--- config.mk ---
export PLATFORM = sky130hd
export DESIGN_NAME = cpu_pc_core
export DESIGN_NICKNAME = d
export VERILOG_FILES = /design/src/logic/core_pkg.sv /design/src/logic/cpu_pc_core.sv
export SDC_FILE = /design/constraint.sdc
export NUM_CORES = 1
export LEC_CHECK = 0
export BUFFER_PORTS_ARGS = -buffer_cell sky130_fd_sc_hd__buf_4
export CORE_UTILIZATION = 37
export CTS_CLUSTER_SIZE = 10
export DETAILED_ROUTE_END_ITERATION = 7
export PLACE_DENSITY = 0.7
export SLEW_MARGIN = 20
export SYNTH_ARGS = -nofsm -noshare
export SYNTH_HDL_FRONTEND = slang
export SYNTH_SLANG_ARGS = --single-unit
--- constraint.sdc ---
create_clock -name aclk -period 3.7 [get_ports aclk]
set_input_delay 0.185 -clock aclk [delete_from_list [all_inputs] [get_ports aclk]]
set_output_delay 0.185 -clock aclk [all_outputs]
set_load 0.02 [all_outputs]
--- src/logic/core_pkg.sv ---
package core_pkg;
    // register byte addresses on the slave bus
    localparam logic [15:0] ACC_OFF = 16'hFE00;
    localparam logic [15:0] OPHI_OFF = 16'hFE01;
    localparam logic [15:0] OFSC_OFF = 16'hFE02;
    localparam logic [15:0] STS_OFF = 16'hFE06;
    localparam logic [15:0] PC_OFF = 16'hFF00;
    localparam logic [15:0] SP_OFF = 16'hFF04;
    localparam logic [15:0] CTRL_OFF = 16'hFF08;
    localparam logic [7:0] REG_RESET = 8'h00;
    // status word bits
    localparam int CF_BIT = 7;
    localparam int HC_BIT = 6;
    localparam int LKB_BIT = 3;
    localparam int VF_BIT = 2;
    localparam int P9_BIT = 1;
    localparam int PAR_BIT = 0;
    // vectors
    localparam logic [16:0] RESET_VEC = 17'h00000;
    localparam logic [16:0] VEC_G0 = 17'h00033;
    localparam logic [16:0] VEC_G1 = 17'h0003B;
    localparam logic [16:0] VEC_G2 = 17'h00043;
    localparam logic [16:0] VEC_G3 = 17'h0004B;
    localparam logic [16:0] OPT_BIG_LO = 17'h1FF00;
    localparam logic [16:0] OPT_SMALL_LO = 17'h0FF00;
    localparam logic [15:0] RAM9_TOP = 16'hFDFF;
    localparam logic [15:0] INDIR_TOP = 16'h007F;
    localparam logic [1:0] RESP_OKAY = 2'b00;
    localparam logic [1:0] RESP_SLVERR = 2'b10;

    typedef enum logic [3:0] {
        OP_SEQ = 4'h0, OP_COND = 4'h1, OP_JUMP = 4'h2, OP_JR = 4'h3,
        OP_CALL = 4'h4, OP_CALLR = 4'h5, OP_CALLA = 4'h6, OP_RTN = 4'h7,
        OP_INT = 4'h8, OP_MULDIV = 4'h9, OP_ALU = 4'hA, OP_LOOKUP = 4'hB,
        OP_EXT = 4'hC, OP_IND = 4'hD
    } op_t;

    // sequencer: push writes 2 bytes, return reads 2 bytes
    typedef enum logic [2:0] {
        ST_IDLE = 3'b000, ST_PUSH1 = 3'b001, ST_PUSH2 = 3'b011,
        ST_POP1 = 3'b010, ST_POP2 = 3'b110
    } seq_t;

    typedef struct packed {
        op_t op;
        logic [2:0] len;
        logic taken;
        logic [7:0] disp8;
        logic [11:0] disp12;
        logic [16:0] target;
        logic [1:0] int_group;
        logic [5:0] ind_sel;
        logic [15:0] ind_base;
        logic [23:0] mul_res;
        logic [15:0] alu_res;
        logic alu_wide;
        logic [3:0] alu_flags;
        logic [15:0] ext_lo;
    } cmd_t;

    typedef struct packed {
        logic [15:0] addr;
        logic [8:0] wdata;
        logic we;
        logic re;
    } ram_req_t;

    typedef struct packed {
        logic [17:0] addr;
    } rom_req_t;
endpackage

--- src/logic/cpu_pc_core.sv ---
`timescale 1ns/1ps
// Behaviour
// - interrupt loads group vector, bank flag forced to zero
// - taken conditional branch: PC plus byte count plus signed 8-bit
// - return loads PC high from (SP), low and bank from (SP-1)
// - ordinary instruction advances PC by its byte count
// - reset start fixed zero on mask part, option value on flash
// - 256-byte option area in bank 0 not fetchable as code
// - 256K program space; table lookup reads any byte in bank
// - RAM below FE00 is nine bits; status bit 1 is a plain register bit, not routed to the ninth bit
// - low 128 RAM bytes form 64 indirect registers, 17-bit for lookup
// - call or interrupt pushes low+bank at SP+1, high at SP+2
// - accumulator at FE00, eight bits, resets to zero
// - high operand byte extends accumulator in 16-bit arithmetic
// - high operand byte drives external address bits 23..16
// - high operand byte register at FE01, resets to zero
// - multiply and divide write accumulator, B and C together
// - C supplies signed offset added to indirect register
// - C register at FE02, resets to zero
// - status word at FE06, resets zero, documented bit layout
// - status bank-select bit picks word lookup ROM bank
// - PC is 17 bits plus separate bank flag
// - lookup bank 0 covers 0..1FFFF, bank 1 20000..3FFFF
// - parity bit set for odd number of ones in accumulator
module cpu_pc_core #(
    parameter bit FLASH_VARIANT = 1'b0,
    parameter bit ROM_BIG = 1'b1
) (
    // clock and reset
    input wire logic aclk,
    input wire logic aresetn,
    input wire logic clk_en,
    // reset option value for the flash variant
    input wire logic [16:0] option_start,
    // decoded instruction command
    input wire logic cmd_valid,
    output logic cmd_ready,
    input wire core_pkg::cmd_t cmd,
    // internal data RAM, nine bits wide
    output core_pkg::ram_req_t ram_req,
    input wire logic [8:0] ram_rdata,
    // program ROM
    output core_pkg::rom_req_t fetch_req,
    output core_pkg::rom_req_t lookup_req,
    output logic option_fault,
    // external data memory address
    output logic [23:0] ext_addr,
    // operand and effective address outputs
    output logic [15:0] wide_operand,
    output logic [15:0] ind_addr,
    // AXI4-Lite slave
    input wire logic [15:0] s_awaddr,
    input wire logic s_awvalid,
    output logic s_awready,
    input wire logic [31:0] s_wdata,
    input wire logic [3:0] s_wstrb,
    input wire logic s_wvalid,
    output logic s_wready,
    output logic [1:0] s_bresp,
    output logic s_bvalid,
    input wire logic s_bready,
    input wire logic [15:0] s_araddr,
    input wire logic s_arvalid,
    output logic s_arready,
    output logic [31:0] s_rdata,
    output logic [1:0] s_rresp,
    output logic s_rvalid,
    input wire logic s_rready
);
    initial
    begin
        if (FLASH_VARIANT !== 1'b0 && FLASH_VARIANT !== 1'b1)
            $error("bad variant");
    end

    typedef struct packed {
        logic [16:0] pc;
        logic bank;
        logic [15:0] sp;
        logic [7:0] acc;
        logic [7:0] ophi;
        logic [7:0] ofsc;
        logic [7:0] status;
        core_pkg::seq_t seq;
        logic [7:0] pop_hi;
        logic [16:0] push_pc;
        logic push_bank;
        logic started;
        logic [15:0] aw_addr;
        logic aw_have;
        logic [31:0] w_data;
        logic [3:0] w_strb;
        logic w_have;
        logic b_pend;
        logic [1:0] b_resp;
        logic r_pend;
        logic [31:0] r_data;
        logic [1:0] r_resp;
    } state_t;

    state_t state_reg;
    state_t state_next;
    logic parity;
    logic [16:0] seq_pc;
    logic bus_write;
    logic [31:0] rd_word;
    logic rd_ok;

    ////////////////////////////////////////////////////////////////////////
    // parity bit
    assign parity = ^state_reg.acc;

    assign seq_pc = state_reg.pc + 17'(state_reg.seq == core_pkg::ST_IDLE ? cmd.len : 3'd0);
    assign cmd_ready = clk_en && state_reg.started && state_reg.seq == core_pkg::ST_IDLE;

    // fetch address is bank plus 17-bit PC
    assign fetch_req.addr = {state_reg.bank, state_reg.pc};
    // option area not usable as code
    assign option_fault = !state_reg.bank && state_reg.pc >=
        (ROM_BIG ? core_pkg::OPT_BIG_LO : core_pkg::OPT_SMALL_LO) &&
        state_reg.pc <= (ROM_BIG ? 17'h1FFFF : 17'h0FFFF);

    // lookup uses 17-bit register, bank from status word
    assign lookup_req.addr = {state_reg.status[core_pkg::LKB_BIT],
        ram_rdata, cmd.ind_base[7:0]};
    assign ext_addr = {state_reg.ophi, cmd.ext_lo};
    assign wide_operand = {state_reg.ophi, state_reg.acc};
    assign ind_addr = cmd.ind_base + {{8{state_reg.ofsc[7]}}, state_reg.ofsc};

    assign s_awready = !state_reg.aw_have && !state_reg.b_pend;
    assign s_wready = !state_reg.w_have && !state_reg.b_pend;
    assign s_bvalid = state_reg.b_pend;
    assign s_bresp = state_reg.b_resp;
    assign s_arready = !state_reg.r_pend;
    assign s_rvalid = state_reg.r_pend;
    assign s_rdata = state_reg.r_data;
    assign s_rresp = state_reg.r_resp;
    assign bus_write = state_reg.aw_have && state_reg.w_have && !state_reg.b_pend;

    ////////////////////////////////////////////////////////////////////////
    // read mux
    always_comb
    begin
        rd_word = 32'h00000000;
        rd_ok = 1'b1;
        if (s_araddr == core_pkg::ACC_OFF)
            rd_word = {24'h000000, state_reg.acc};
        else if (s_araddr == core_pkg::OPHI_OFF)
            rd_word = {24'h000000, state_reg.ophi};
        else if (s_araddr == core_pkg::OFSC_OFF)
            rd_word = {24'h000000, state_reg.ofsc};
        else if (s_araddr == core_pkg::STS_OFF)
            rd_word = {24'h000000, state_reg.status[7:1], parity};
        else if (s_araddr == core_pkg::PC_OFF)
            rd_word = {14'h0000, state_reg.bank, state_reg.pc};
        else if (s_araddr == core_pkg::SP_OFF)
            rd_word = {16'h0000, state_reg.sp};
        else if (s_araddr == core_pkg::CTRL_OFF)
            rd_word = {29'h00000000, 3'(state_reg.seq)};
        else
            rd_ok = 1'b0;
    end

    ////////////////////////////////////////////////////////////////////////
    always_comb
    begin
        state_next = state_reg;
        ram_req = '0;
        if (!state_reg.started)
        begin
            state_next.started = 1'b1;
            state_next.pc = FLASH_VARIANT ? option_start : core_pkg::RESET_VEC;
        end
        // bus channels
        if (s_awvalid && s_awready)
        begin
            state_next.aw_addr = s_awaddr;
            state_next.aw_have = 1'b1;
        end
        if (s_wvalid && s_wready)
        begin
            state_next.w_data = s_wdata;
            state_next.w_strb = s_wstrb;
            state_next.w_have = 1'b1;
        end
        if (state_reg.b_pend && s_bready)
            state_next.b_pend = 1'b0;
        if (state_reg.r_pend && s_rready)
            state_next.r_pend = 1'b0;
        if (s_arvalid && s_arready)
        begin
            state_next.r_pend = 1'b1;
            state_next.r_data = rd_word;
            state_next.r_resp = rd_ok ? core_pkg::RESP_OKAY : core_pkg::RESP_SLVERR;
        end
        // instruction execution
        case (state_reg.seq)
            core_pkg::ST_IDLE:
            begin
                if (cmd_valid && cmd_ready)
                begin
                    state_next.pc = seq_pc;
                    case (cmd.op)
                        core_pkg::OP_COND:
                            if (cmd.taken)
                                state_next.pc = seq_pc + {{9{cmd.disp8[7]}}, cmd.disp8};
                        core_pkg::OP_JUMP:
                            state_next.pc = cmd.target;
                        core_pkg::OP_JR:
                            state_next.pc = state_reg.pc + 17'd2 + {{5{cmd.disp12[11]}}, cmd.disp12};
                        core_pkg::OP_CALL, core_pkg::OP_CALLR, core_pkg::OP_CALLA, core_pkg::OP_INT:
                        begin
                            state_next.push_pc = seq_pc;
                            state_next.push_bank = state_reg.bank;
                            state_next.seq = core_pkg::ST_PUSH1;
                            if (cmd.op == core_pkg::OP_CALL)
                                state_next.pc = cmd.target;
                            else if (cmd.op == core_pkg::OP_CALLR)
                                state_next.pc = state_reg.pc + 17'd2 + {{5{cmd.disp12[11]}}, cmd.disp12};
                            else if (cmd.op == core_pkg::OP_CALLA)
                                state_next.pc = state_reg.pc + 17'd1 + {9'h000, state_reg.acc};
                            else
                            begin
                                state_next.push_pc = state_reg.pc;
                                state_next.bank = 1'b0;
                                case (cmd.int_group)
                                    2'd0: state_next.pc = core_pkg::VEC_G0;
                                    2'd1: state_next.pc = core_pkg::VEC_G1;
                                    2'd2: state_next.pc = core_pkg::VEC_G2;
                                    default: state_next.pc = core_pkg::VEC_G3;
                                endcase
                            end
                        end
                        core_pkg::OP_RTN:
                        begin
                            state_next.seq = core_pkg::ST_POP1;
                        end
                        core_pkg::OP_MULDIV:
                        begin
                            state_next.acc = cmd.mul_res[7:0];
                            state_next.ophi = cmd.mul_res[15:8];
                            state_next.ofsc = cmd.mul_res[23:16];
                        end
                        core_pkg::OP_ALU:
                        begin
                            state_next.acc = cmd.alu_res[7:0];
                            if (cmd.alu_wide)
                                state_next.ophi = cmd.alu_res[15:8];
                            state_next.status[core_pkg::CF_BIT] = cmd.alu_flags[3];
                            state_next.status[core_pkg::HC_BIT] = cmd.alu_flags[2];
                            state_next.status[core_pkg::VF_BIT] = cmd.alu_flags[1];
                        end
                        // indirect register read from low RAM
                        core_pkg::OP_LOOKUP, core_pkg::OP_IND:
                        begin
                            ram_req.addr = {9'h000, cmd.ind_sel, 1'b1};
                            ram_req.re = 1'b1;
                        end
                        default:
                        begin
                        end
                    endcase
                end
            end
            // nine-bit pushes, low byte plus bank, then high bits
            core_pkg::ST_PUSH1:
            begin
                ram_req.addr = state_reg.sp + 16'd1;
                ram_req.wdata = {state_reg.push_bank, state_reg.push_pc[7:0]};
                ram_req.we = clk_en;
                state_next.seq = core_pkg::ST_PUSH2;
            end
            core_pkg::ST_PUSH2:
            begin
                ram_req.addr = state_reg.sp + 16'd2;
                ram_req.wdata = {state_reg.push_pc[16:8]};
                ram_req.we = clk_en;
                state_next.sp = state_reg.sp + 16'd2;
                state_next.seq = core_pkg::ST_IDLE;
            end
            // pop high, then low with bank
            core_pkg::ST_POP1:
            begin
                state_next.pop_hi = ram_rdata[7:0];
                state_next.pc[16] = ram_rdata[8];
                ram_req.addr = state_reg.sp;
                ram_req.re = 1'b1;
                state_next.seq = core_pkg::ST_POP2;
            end
            default:
            begin
                ram_req.addr = state_reg.sp - 16'd1;
                ram_req.re = 1'b1;
                state_next.pc = {state_reg.pc[16], state_reg.pop_hi, ram_rdata[7:0]};
                state_next.bank = ram_rdata[8];
                state_next.sp = state_reg.sp - 16'd2;
                state_next.seq = core_pkg::ST_IDLE;
            end
        endcase
        // bus write; instruction result has lower priority
        if (bus_write)
        begin
            state_next.aw_have = 1'b0;
            state_next.w_have = 1'b0;
            state_next.b_pend = 1'b1;
            state_next.b_resp = core_pkg::RESP_OKAY;
            if (state_reg.w_strb[0])
            begin
                if (state_reg.aw_addr == core_pkg::ACC_OFF)
                    state_next.acc = state_reg.w_data[7:0];
                else if (state_reg.aw_addr == core_pkg::OPHI_OFF)
                    state_next.ophi = state_reg.w_data[7:0];
                else if (state_reg.aw_addr == core_pkg::OFSC_OFF)
                    state_next.ofsc = state_reg.w_data[7:0];
                else if (state_reg.aw_addr == core_pkg::STS_OFF)
                    state_next.status = {state_reg.w_data[7:1], 1'b0};
                else if (state_reg.aw_addr == core_pkg::SP_OFF)
                    state_next.sp = {state_reg.w_data[15:8], state_reg.w_data[7:0]};
                else if (state_reg.aw_addr != core_pkg::PC_OFF && state_reg.aw_addr != core_pkg::CTRL_OFF)
                    state_next.b_resp = core_pkg::RESP_SLVERR;
            end
            else if (state_reg.aw_addr != core_pkg::ACC_OFF && state_reg.aw_addr != core_pkg::OPHI_OFF &&
                     state_reg.aw_addr != core_pkg::OFSC_OFF && state_reg.aw_addr != core_pkg::STS_OFF &&
                     state_reg.aw_addr != core_pkg::SP_OFF && state_reg.aw_addr != core_pkg::PC_OFF &&
                     state_reg.aw_addr != core_pkg::CTRL_OFF)
                state_next.b_resp = core_pkg::RESP_SLVERR;
        end
    end

    ////////////////////////////////////////////////////////////////////////
    always_ff @(posedge aclk)
    begin
        if (!aresetn)
        begin
            state_reg <= '0;
            state_reg.seq <= core_pkg::ST_IDLE;
            state_reg.acc <= core_pkg::REG_RESET;
            state_reg.ophi <= core_pkg::REG_RESET;
            state_reg.ofsc <= core_pkg::REG_RESET;
            state_reg.status <= core_pkg::REG_RESET;
        end
        else if (clk_en)
            state_reg <= state_next;
    end
endmodule

==> impl_metrics.json, run 1 <==
{
  "outcome": "finished, violations left",
  "violations": "design-rule violations, negative setup slack",
  "synthFlopType": "dfxtp_1",
  "worst_path_largest_cell_delay_ps": 390,
  "synth_edf_count": 0,
  "worstRegToRegCells": 19,
  "fp-row-count": 71,
  "clock_sinks": 152,
  "yosysSeqAreaShare": 0.215,
  "min_to": "state_reg[90]",
  "avgRoutedWirePerCell_um": 21.0,
  "grt_pass1_vias": 14702,
  "fin_nets": 2485,
  "powerDensity_mw_per_mm2": 256,
  "max_freq_ghz": 0.255,
  "grt_pass1_wl_mm": 83.9,
  "cts_tree": "built",
  "regToRegStartpoint": "state_reg[120]",
  "synthCells": 1914,
  "timing.setup.tns_ps": -488,
  "worstSetupPathType": "register to output pin",
  "syn-cell-area_sq_mm": 0.0142,
  "critPathMostFrequentCell": "a21o_1",
  "vias": 15338,
  "hpwl_mm": 43.4,
  "setup_viol": 5,
  "grt_max_degree": 68,
  "portBuffers": 309,
  "setup_ws_ps": -218,
  "areaGrowthSynthToFinish_pct": 25.9,
  "cp_cell_sequence": "buf_8 > nor3b_4 > inv_2 > fa_2 > a21o_1 > a21oi_2 > nor2_2 > a211o_1 > a31o_2 > a21o_1 > and2_4 > o41ai_4 > mux2_4 > o21ai_4 > buf_6",
  "final_cells": 2680,
  "ys_types": 80,
  "fin_skew_ps": 15.2,
  "mostFrequentLayoutCells": "423 x buf_4, 246 x nand2_1, 148 x dfxtp_1, 141 x o21ai_0, 125 x a21oi_1",
  "die-area_sq_mm": 0.0391,
  "r2r_slack_ps": -30,
  "path_delay_family": "compound AO/OA/AOI/OAI gates",
  "drc": 1,
  "fill_cells": 3773,
  "largest_reg_flops": 95,
  "core_area_sq_mm": 0.0377,
  "power.leakage_nw": 7.85,
  "path_clk_slew_ps": 70,
  "clockBufferDepth": 2,
  "root_buffer": "clkbuf_16",
  "final_common_cell": "buf_4",
  "cp_max_fo": 5,
  "start_util": 0.376,
  "min_delay_path_depth": 3,
  "place_congestion": 1.03,
  "drt-initial-drc-count": 1159,
  "rsz0062_at_grt": "true",
  "clock_latency_ps": 440,
  "peakVddDrop_mv": 0.371,
  "crit_start": "state_reg[120]",
  "io_pins": 395,
  "critPathSlowestCell": "fa_2",
  "vias_per_cell": 5.72,
  "dr.pass1.iters": 8,
  "end_kind": "output pin",
  "grtUsageTotal": 0.281,
  "routed_wl_mm": 56.2,
  "place_inst": 2626,
  "start_kind": "register",
  "ys_async_sr_fraction": 0,
  "antenna_found_initial": 1,
  "htreeDepth": 4,
  "drv_slew": 0,
  "synth_seq_cells": 152,
  "layout-drive-gt1-share": 0.251,
  "hold_violations": 0,
  "tightest_slew_ps": 1000,
  "worst_ep_arrival_time_ps": 3730,
  "numCtsBuffers": 17,
  "utilization": 0.474,
  "min_period_ps": 3920,
  "hold_start": "s_awaddr[14]",
  "yosysWarnings": 0,
  "holdWs_ps": 10.7,
  "crit_buf_inv": 3,
  "die_x_um": 198,
  "ant_nets": 0,
  "fin_crit_sh": 1.06,
  "min_path_type": "primary input to register",
  "maxCapViolations": 0,
  "relSlewSlack": 0.328,
  "gr-total-overflow": 0,
  "dieHeight_um": 198,
  "worst-endpoint-required_ps": 3510,
  "r2r-end": "fetch_req[14]",
  "synth.avg_cell_area_sq_um": 7.40
}
cell usage after synthesis, types with 9 or more instances:
cell type,n,area share
nor3_1,37,0.013
a211oi_1,18,0.0095
inv_1,49,0.013
maj3_1,9,0.0064
nor2_1,113,0.030
nand4_1,10,0.0044
xor2_1,44,0.027
xnor2_1,56,0.035
nor3b_1,9,0.0048
o21ai_0,146,0.052
nand2_1,246,0.065
a221oi_1,14,0.0087
nor4_1,9,0.0040
and2_1,20,0.0088
buf_2,9,0.0032
and3_1,17,0.0075
o22ai_1,14,0.0062
buf_4,113,0.060
ha_1,91,0.080
a2bb2oi_1,10,0.0062
o211ai_1,20,0.011
nand2b_1,22,0.0097
o21a_1,15,0.0079
nor2b_1,65,0.029
dfxtp_1,152,0.21
o211a_1,25,0.018
a21o_1,19,0.010
mux2i_1,27,0.019
or3_1,21,0.0093
buf_1,9,0.0024
clkbuf_1,100,0.026
a22o_1,11,0.0068
a22oi_1,42,0.022
a21boi_0,48,0.025
a21oi_1,132,0.047
a31oi_1,17,0.0075
nand3_1,47,0.017
worst reg2reg max path, stage by stage, from the launching register on:
cell      delay [ps]
dfxtp_4          370
nor3_4           220
and2_1           160
ha_2             190
a21o_1           150
a21o_1           160
nand3_2          100
and2_4           160
or2_4            240
ha_4             270
o211ai_1          90
a21oi_2          200
nor4_4            70
o31ai_2          330
o21ai_2          170
xnor2_2          190
a221oi_2         280
o41ai_2          110
o21ai_1           90
a21oi_1           70
kinds of logic (layout without fill, tap and decap cells):
family,count (synthesis),after routing,share of synthesized area
and+or+nand+nor,644,644,0.220
AOI/OAI and AO/OA,598,598,0.279
buffers and inverters,280,519,0.105
DFF,152,152,0.215
adders and majority gates,106,106,0.0952
xor gates and xnor gates,100,100,0.0618
muxes,33,33,0.0238
other,1,17,0.000265
timing repair:
action | in CTS | in global routing
hold endpoints to repair | 8 | 0
cloned | 2 | 0
endpoints found under the setup margin | 11 | 14
gates resized for setup | 27 | 41
hold buffers | 8 | 0
pin swaps | 8 | 48
buffers inserted | 3 | 9
layer usage:
| metal | share of wire | GRT usage | wire length [um] | up-vias |
|---|---|---|---|---|
| li1 | - | - | - | 7236 |
| met1 | 0.40 | 0.341 | 22500 | 7232 |
| met2 | 0.47 | 0.481 | 26600 | 740 |
| met3 | 0.082 | 0.0485 | 4600 | 130 |
| met4 | 0.044 | 0.126 | 2490 | 0 |
| met5 | 0 | 0 | 0 | - |
report_power, final:
part | total [W] | internal, W | switching [W]
clock network | 0.00174 | 0.000936 | 0.000807
registers | 0.00172 | 0.00167 | 0.0000488
logic | 0.00111 | 0.000501 | 0.000612
stage by stage:
stage | instance area [sq um] | setup WS, ps | total power (W)
global placement | 16700 | -43.0 | 0.00279
global route | 17800 | -355 | 0.00473
finish | 17800 | -218 | 0.00457
floorplan | 14300 | 40.9 | 0.00239
CTS | 17600 | -179 | 0.00455
detailed placement | 16700 | -91.5 | 0.00280
how the worst max path moves through the flow:
stage                          endpoint  slack (ps)  cells past startpoint
after floorplan           fetch_req[16]          40                     19
after global placement      ram_req[25]         -40                     15
after detailed placement  fetch_req[13]         -90                     18
after CTS                   ram_req[25]        -180                     15
after global routing        ram_req[25]        -350                     15
final                       ram_req[25]        -220                     15
area by class of cell:
class	count	area, sq um	share of cell area
diodes	1	2.50	0.000140
clock buffers	20	467	0.0262
clock inverters	12	109	0.00610
inverters	49	184	0.0103
multi-input cells	1497	9990	0.560
flip-flops and latches	152	3050	0.171
well taps	511	639	0.0358
repair buffers	438	3390	0.190
No activity file was read; power rests on OpenSTA's default activity.
==> run 2: changes to the inputs <==
- CORE_UTILIZATION: 37 -> 40
- PLACE_DENSITY: 0.7 -> 0.74
==> run 2 against run 1 <==
  * The run ends with negative setup slack left
  * Clock skew hardly changed
  * Core utilization increased by 5.0 points
  * Design area up 1.9%
  * Fmax grew 2.7%
  * Hold slack got worse by 0.95 ps
  * Non-clock buffer count up 34
  * Cell count is 0.86% lower
  * Largest power group unchanged
==> impl_metrics.json, run 2 (synthesis results as in run 1) <==
{
  "outcome": "finished, violations left",
  "violations": "negative setup slack",
  "min_period_ps": 3820,
  "cp_cell_sequence": "buf_6 > nor3b_4 > inv_2 > fa_2 > a21o_1 > a21oi_2 > nor2_1 > a211o_1 > a31o_2 > a21o_1 > and2_4 > o41ai_4 > mux2_4 > o21ai_4 > buf_6",
  "portBuffers": 309,
  "hold_violations": 0,
  "layout-drive-gt1-share": 0.267,
  "dr.pass1.iters": 5,
  "fin_skew_ps": 15.5,
  "avgRoutedWirePerCell_um": 21.1,
  "die_x_um": 190,
  "grt_pass1_vias": 14815,
  "rsz0062_at_grt": "true",
  "end_kind": "output pin",
  "worst_ep_arrival_time_ps": 3630,
  "cp_max_fo": 4,
  "final_common_cell": "buf_4",
  "mostFrequentLayoutCells": "452 x buf_4, 246 x nand2_1, 147 x dfxtp_1, 140 x o21ai_0, 124 x a21oi_1",
  "relSlewSlack": 0.266,
  "fp-row-count": 68,
  "antenna_found_initial": 0,
  "core_area_sq_mm": 0.0347,
  "peakVddDrop_mv": 0.307,
  "maxCapViolations": 0,
  "drt-initial-drc-count": 1346,
  "setup_ws_ps": -116,
  "drc": 0,
  "max_freq_ghz": 0.262,
  "routed_wl_mm": 56.1,
  "gr-total-overflow": 0,
  "ant_nets": 0,
  "cts_tree": "built",
  "grt_pass1_wl_mm": 84.8,
  "drv_slew": 0,
  "vias": 15502,
  "utilization": 0.524,
  "worstSetupPathType": "register to output pin",
  "root_buffer": "clkbuf_16",
  "hpwl_mm": 43.0,
  "start_kind": "register",
  "grtUsageTotal": 0.304,
  "diodes": 0,
  "place_congestion": 1.04,
  "min_path_type": "primary input to register",
  "io_pins": 395,
  "powerDensity_mw_per_mm2": 264,
  "clock_sinks": 152,
  "largest_reg_flops": 95,
  "grt_max_degree": 85,
  "fin_nets": 2519,
  "die-area_sq_mm": 0.0362,
  "dieHeight_um": 190,
  "htreeDepth": 4,
  "setup_viol": 5,
  "numCtsBuffers": 17,
  "power.leakage_nw": 8.07,
  "clock_latency_ps": 440,
  "tightest_slew_ps": 1100,
  "start_util": 0.408,
  "power.total_w": 0.00479,
  "worst-endpoint-required_ps": 3510,
  "path_clk_slew_ps": 70,
  "areaGrowthSynthToFinish_pct": 28.3,
  "critPathSlowestCell": "fa_2",
  "worst_path_largest_cell_delay_ps": 360,
  "fin_crit_sh": 1.03,
  "vias_per_cell": 5.83,
  "clockBufferDepth": 2
}
## run 2: cell count changes in the layout (fill, tap and decap cells not counted), sizes merged
cell / previous run / this run
buf: 428 / 464
bufinv: 0 / 3
dlygate4sd3: 8 / 6
clkbuf: 20 / 19
clkinv: 3 / 2
diode: 1 / 0
inv: 56 / 55
## run 2: power breakdown
group | switching, W | internal (W)
logic | 0.000629 | 0.000533
clock network | 0.000810 | 0.00110
registers | 0.0000482 | 0.00167
## run 2: routing by layer
| layer | global-route usage | routed length, um |
|---|---|---|
| met1 | 0.366 | 22400 |
| met2 | 0.529 | 26900 |
| met3 | 0.0603 | 4590 |
| met4 | 0.121 | 2200 |
| met5 | 0 | 0 |
## run 2: metrics by stage
| stage | instances | worst slack (ps) | instance area [sq um] | hold slack [ps] | setup TNS [ps] |
|---|---|---|---|---|---|
| after detailed placement | 2579 | -190 | 16700 | 370 | -868 |
| after global placement | 2579 | -109 | 16700 | 370 | -447 |
| after floorplan | 1929 | 40.9 | 14300 | 330 | 0 |
| after CTS | 2655 | -153 | 18000 | 0.221 | -175 |
| after global routing | 2657 | -296 | 18200 | 6.31 | -1430 |
| final | 2657 | -116 | 18200 | 9.77 | -248 |
## run 2: timing repair
item / in CTS / in global routing
gates cloned: 2 / 0
hold endpoints to repair: 6 / 0
setup buffers: 36 / 2
gates resized for setup: 61 / 30
hold buffers: 6 / 0
pin swaps: 41 / 18
endpoints found under the setup margin: 15 / 15
## run 2: final timing paths
check / from / to / slack, ps / cells past startpoint
setup / recovery: state_reg[121] / ram_req[25] / -120 / 15
setup reg to reg: state_reg[121] / state_reg[99] / -50 / 23
hold reg to reg: state_reg[85] / state_reg[85] / 460 / 2
hold / removal: s_wdata[8] / state_reg[51] / 10 / 3
## run 2: worst max-delay path, delay by kind of cell, from the launching register on
| family | cells | cell delay (ps) |
|---|---|---|
| muxes | 1 | 340 |
| and+or+nand+nor | 3 | 450 |
| adders and majority gates | 1 | 360 |
| DFF | 1 | 350 |
| buffers and inverters | 3 | 350 |
| AOI/OAI and AO/OA | 7 | 1330 |
## run 2: area by class of cell
type | count | area [sq um]
Clock buffer | 19 | 443
Sequential cell | 152 | 3050
Tap cell | 455 | 569
Inverter | 49 | 184
Multi-Input combinational cell | 1497 | 10100
Timing Repair Buffer | 472 | 3670
Clock inverter | 13 | 183
Fill cell | 3307 | 16500
==> run 3: changes to the inputs <==
- CORE_ASPECT_RATIO: unset -> 0.9
==> run 3 against run 2 <==
  * The flow still finishes with violations (negative setup slack)
  * Hold slack worse by 3.3 ps
  * Largest cell class unchanged
  * Design area up 0.72%
  * Wire length up 0.56%
  * Critical endpoint is now fetch_req[16]
  * Critical path type is now register to register
==> impl_metrics.json, run 3 (synthesis results as in run 1) <==
{
  "root_buffer": "clkbuf_16",
  "io_pins": 395,
  "peakVddDrop_mv": 0.324,
  "path_clk_slew_ps": 70,
  "relSlewSlack": 0.373,
  "hold_violations": 0,
  "routed_wl_mm": 56.4,
  "place_congestion": 0.963,
  "outcome": "finished, violations left",
  "core_area_sq_mm": 0.0350,
  "cts_tree": "built",
  "fin_nets": 2523,
  "numCtsBuffers": 17,
  "antenna_found_initial": 2,
  "min_period_ps": 3840,
  "layout-drive-gt1-share": 0.275,
  "seqPwrFrac": 0.361,
  "clock_sinks": 152,
  "drt-initial-drc-count": 1372,
  "worst_ep_arrival_time_ps": 4210,
  "clockBufferDepth": 2,
  "grt_max_degree": 64,
  "dr.pass1.iters": 6,
  "violations": "negative setup slack",
  "clkPwrFrac": 0.393,
  "maxCapViolations": 0,
  "power.leakage_nw": 8.08,
  "max_freq_ghz": 0.261,
  "combPwrFrac": 0.246,
  "mostFrequentLayoutCells": "455 x buf_4, 245 x nand2_1, 147 x dfxtp_1, 142 x o21ai_0, 123 x a21oi_1",
  "vias": 15639,
  "largest_reg_flops": 95,
  "gr-total-overflow": 0,
  "die-area_sq_mm": 0.0362,
  "areaGrowthSynthToFinish_pct": 29.2,
  "clock_latency_ps": 440,
  "rsz0062_at_grt": "true",
  "ant_nets": 0,
  "hpwl_mm": 43.1,
  "grt_pass1_wl_mm": 84.8,
  "p_sw_frac": 0.319,
  "start_kind": "register",
  "min_path_type": "primary input to register",
  "powerDensity_mw_per_mm2": 260,
  "fin_crit_sh": 1.04,
  "start_util": 0.405,
  "grt_pass1_vias": 14520,
  "portBuffers": 309,
  "holdWs_ps": 6.45,
  "fp-row-count": 65,
  "grtUsageTotal": 0.301,
  "vias_per_cell": 5.84,
  "setup_viol": 5,
  "drv_slew": 0,
  "worstSetupPathType": "register to register",
  "htreeDepth": 4,
  "die_x_um": 200,
  "setup_ws_ps": -136,
  "tightest_slew_ps": 936,
  "fin_skew_ps": 14.0,
  "worst-endpoint-required_ps": 4070,
  "dieHeight_um": 181,
  "cp_max_fo": 4,
  "end_kind": "register",
  "final_common_cell": "buf_4",
  "p_sw_w": 0.00152,
  "power.total_w": 0.00476,
  "drc": 0,
  "avgRoutedWirePerCell_um": 21.1,
  "p_int_w": 0.00324
}
run 3: cell types whose count changed in the layout (fill, tap and decap cells not counted), moves of 3 or more:
cell           previous run  this run
nor2_1                  108       102
buf_6                    10         5
nor2_2                    7        12
dlygate4sd3_1             6        10
buf_4                   452       455
diode_2                   0         3
ha_1                     85        82
inv_8                     3         6
o21ai_1                   5         2
run 3: repair_timing:
action / in CTS / in global routing
setup buffers: 30 / 13
setup endpoints to repair: 13 / 17
gates cloned: 2 / 0
hold endpoints to repair: 10 / 0
pin swaps: 41 / 42
resized for setup: 64 / 41
hold buffers: 10 / 0
run 3: through the flow:
| step | util | area, sq um | setup TNS, ps | setup slack (ps) | instances |
|---|---|---|---|---|---|
| after global placement | 0.478 | 16700 | -846 | -182 | 2590 |
| after CTS | 0.516 | 18000 | -614 | -231 | 2664 |
| after floorplan | - | 14300 | 0 | 40.9 | 1929 |
| after detailed placement | 0.478 | 16700 | -1320 | -295 | 2590 |
| final | 0.523 | 18300 | -386 | -136 | 2678 |
| after global routing | 0.523 | 18300 | -2010 | -302 | 2677 |
run 3: metal layers:
metal	GRT usage	routed length (um)	vias up
met3	0.0591	4560	109
met4	0.118	1990	0
met5	0	0	-
met2	0.498	26400	739
met1	0.383	23500	7476
li1	-	-	7315
run 3: area by class of cell:
type | instances | area [sq um]
diodes | 3 | 7.51
clock inverters | 14 | 178
inverters | 49 | 184
clock buffers | 18 | 429
repair buffers | 476 | 3710
flip-flops and latches | 152 | 3050
multi-input cells | 1497 | 10200
well taps | 469 | 587
fillers | 3377 | 16700
run 3: worst paths after layout:
check / to / slack, ps / depth (start not counted) / from
worst min register to register: fetch_req[13] / 460 / 2 / fetch_req[13]
worst min-delay path: state_reg[84] / 6 / 3 / s_awaddr[8]
worst max-delay path: fetch_req[16] / -140 / 20 / state_reg[120]
worst max register to register: fetch_req[16] / -140 / 20 / state_reg[120]
run 3: worst max-delay path, stage by stage (launching register included):
cell and delay, ps:
dfxtp_4 360, buf_12 120, nor3_4 150, and2_4 190, ha_4 190, a21o_1 200, a21o_1 230, nand3_2 120
nor2_2 50, or2_4 270, ha_4 290, o211ai_1 100, a21oi_2 200, nor4_4 70, o31ai_4 250, o21ai_4 100
buf_4 140, a311oi_2 230, mux2i_1 240, a22oi_1 90, a21oi_1 160
run 3: power by group through the flow:
stage	clock [W]	combinational, W	sequential, W
floorplan	0	0.000650	0.00174
global placement	0	0.00104	0.00175
detailed placement	0	0.00105	0.00176
CTS	0.00187	0.00113	0.00172
global route	0.00194	0.00125	0.00172
finish	0.00187	0.00117	0.00172
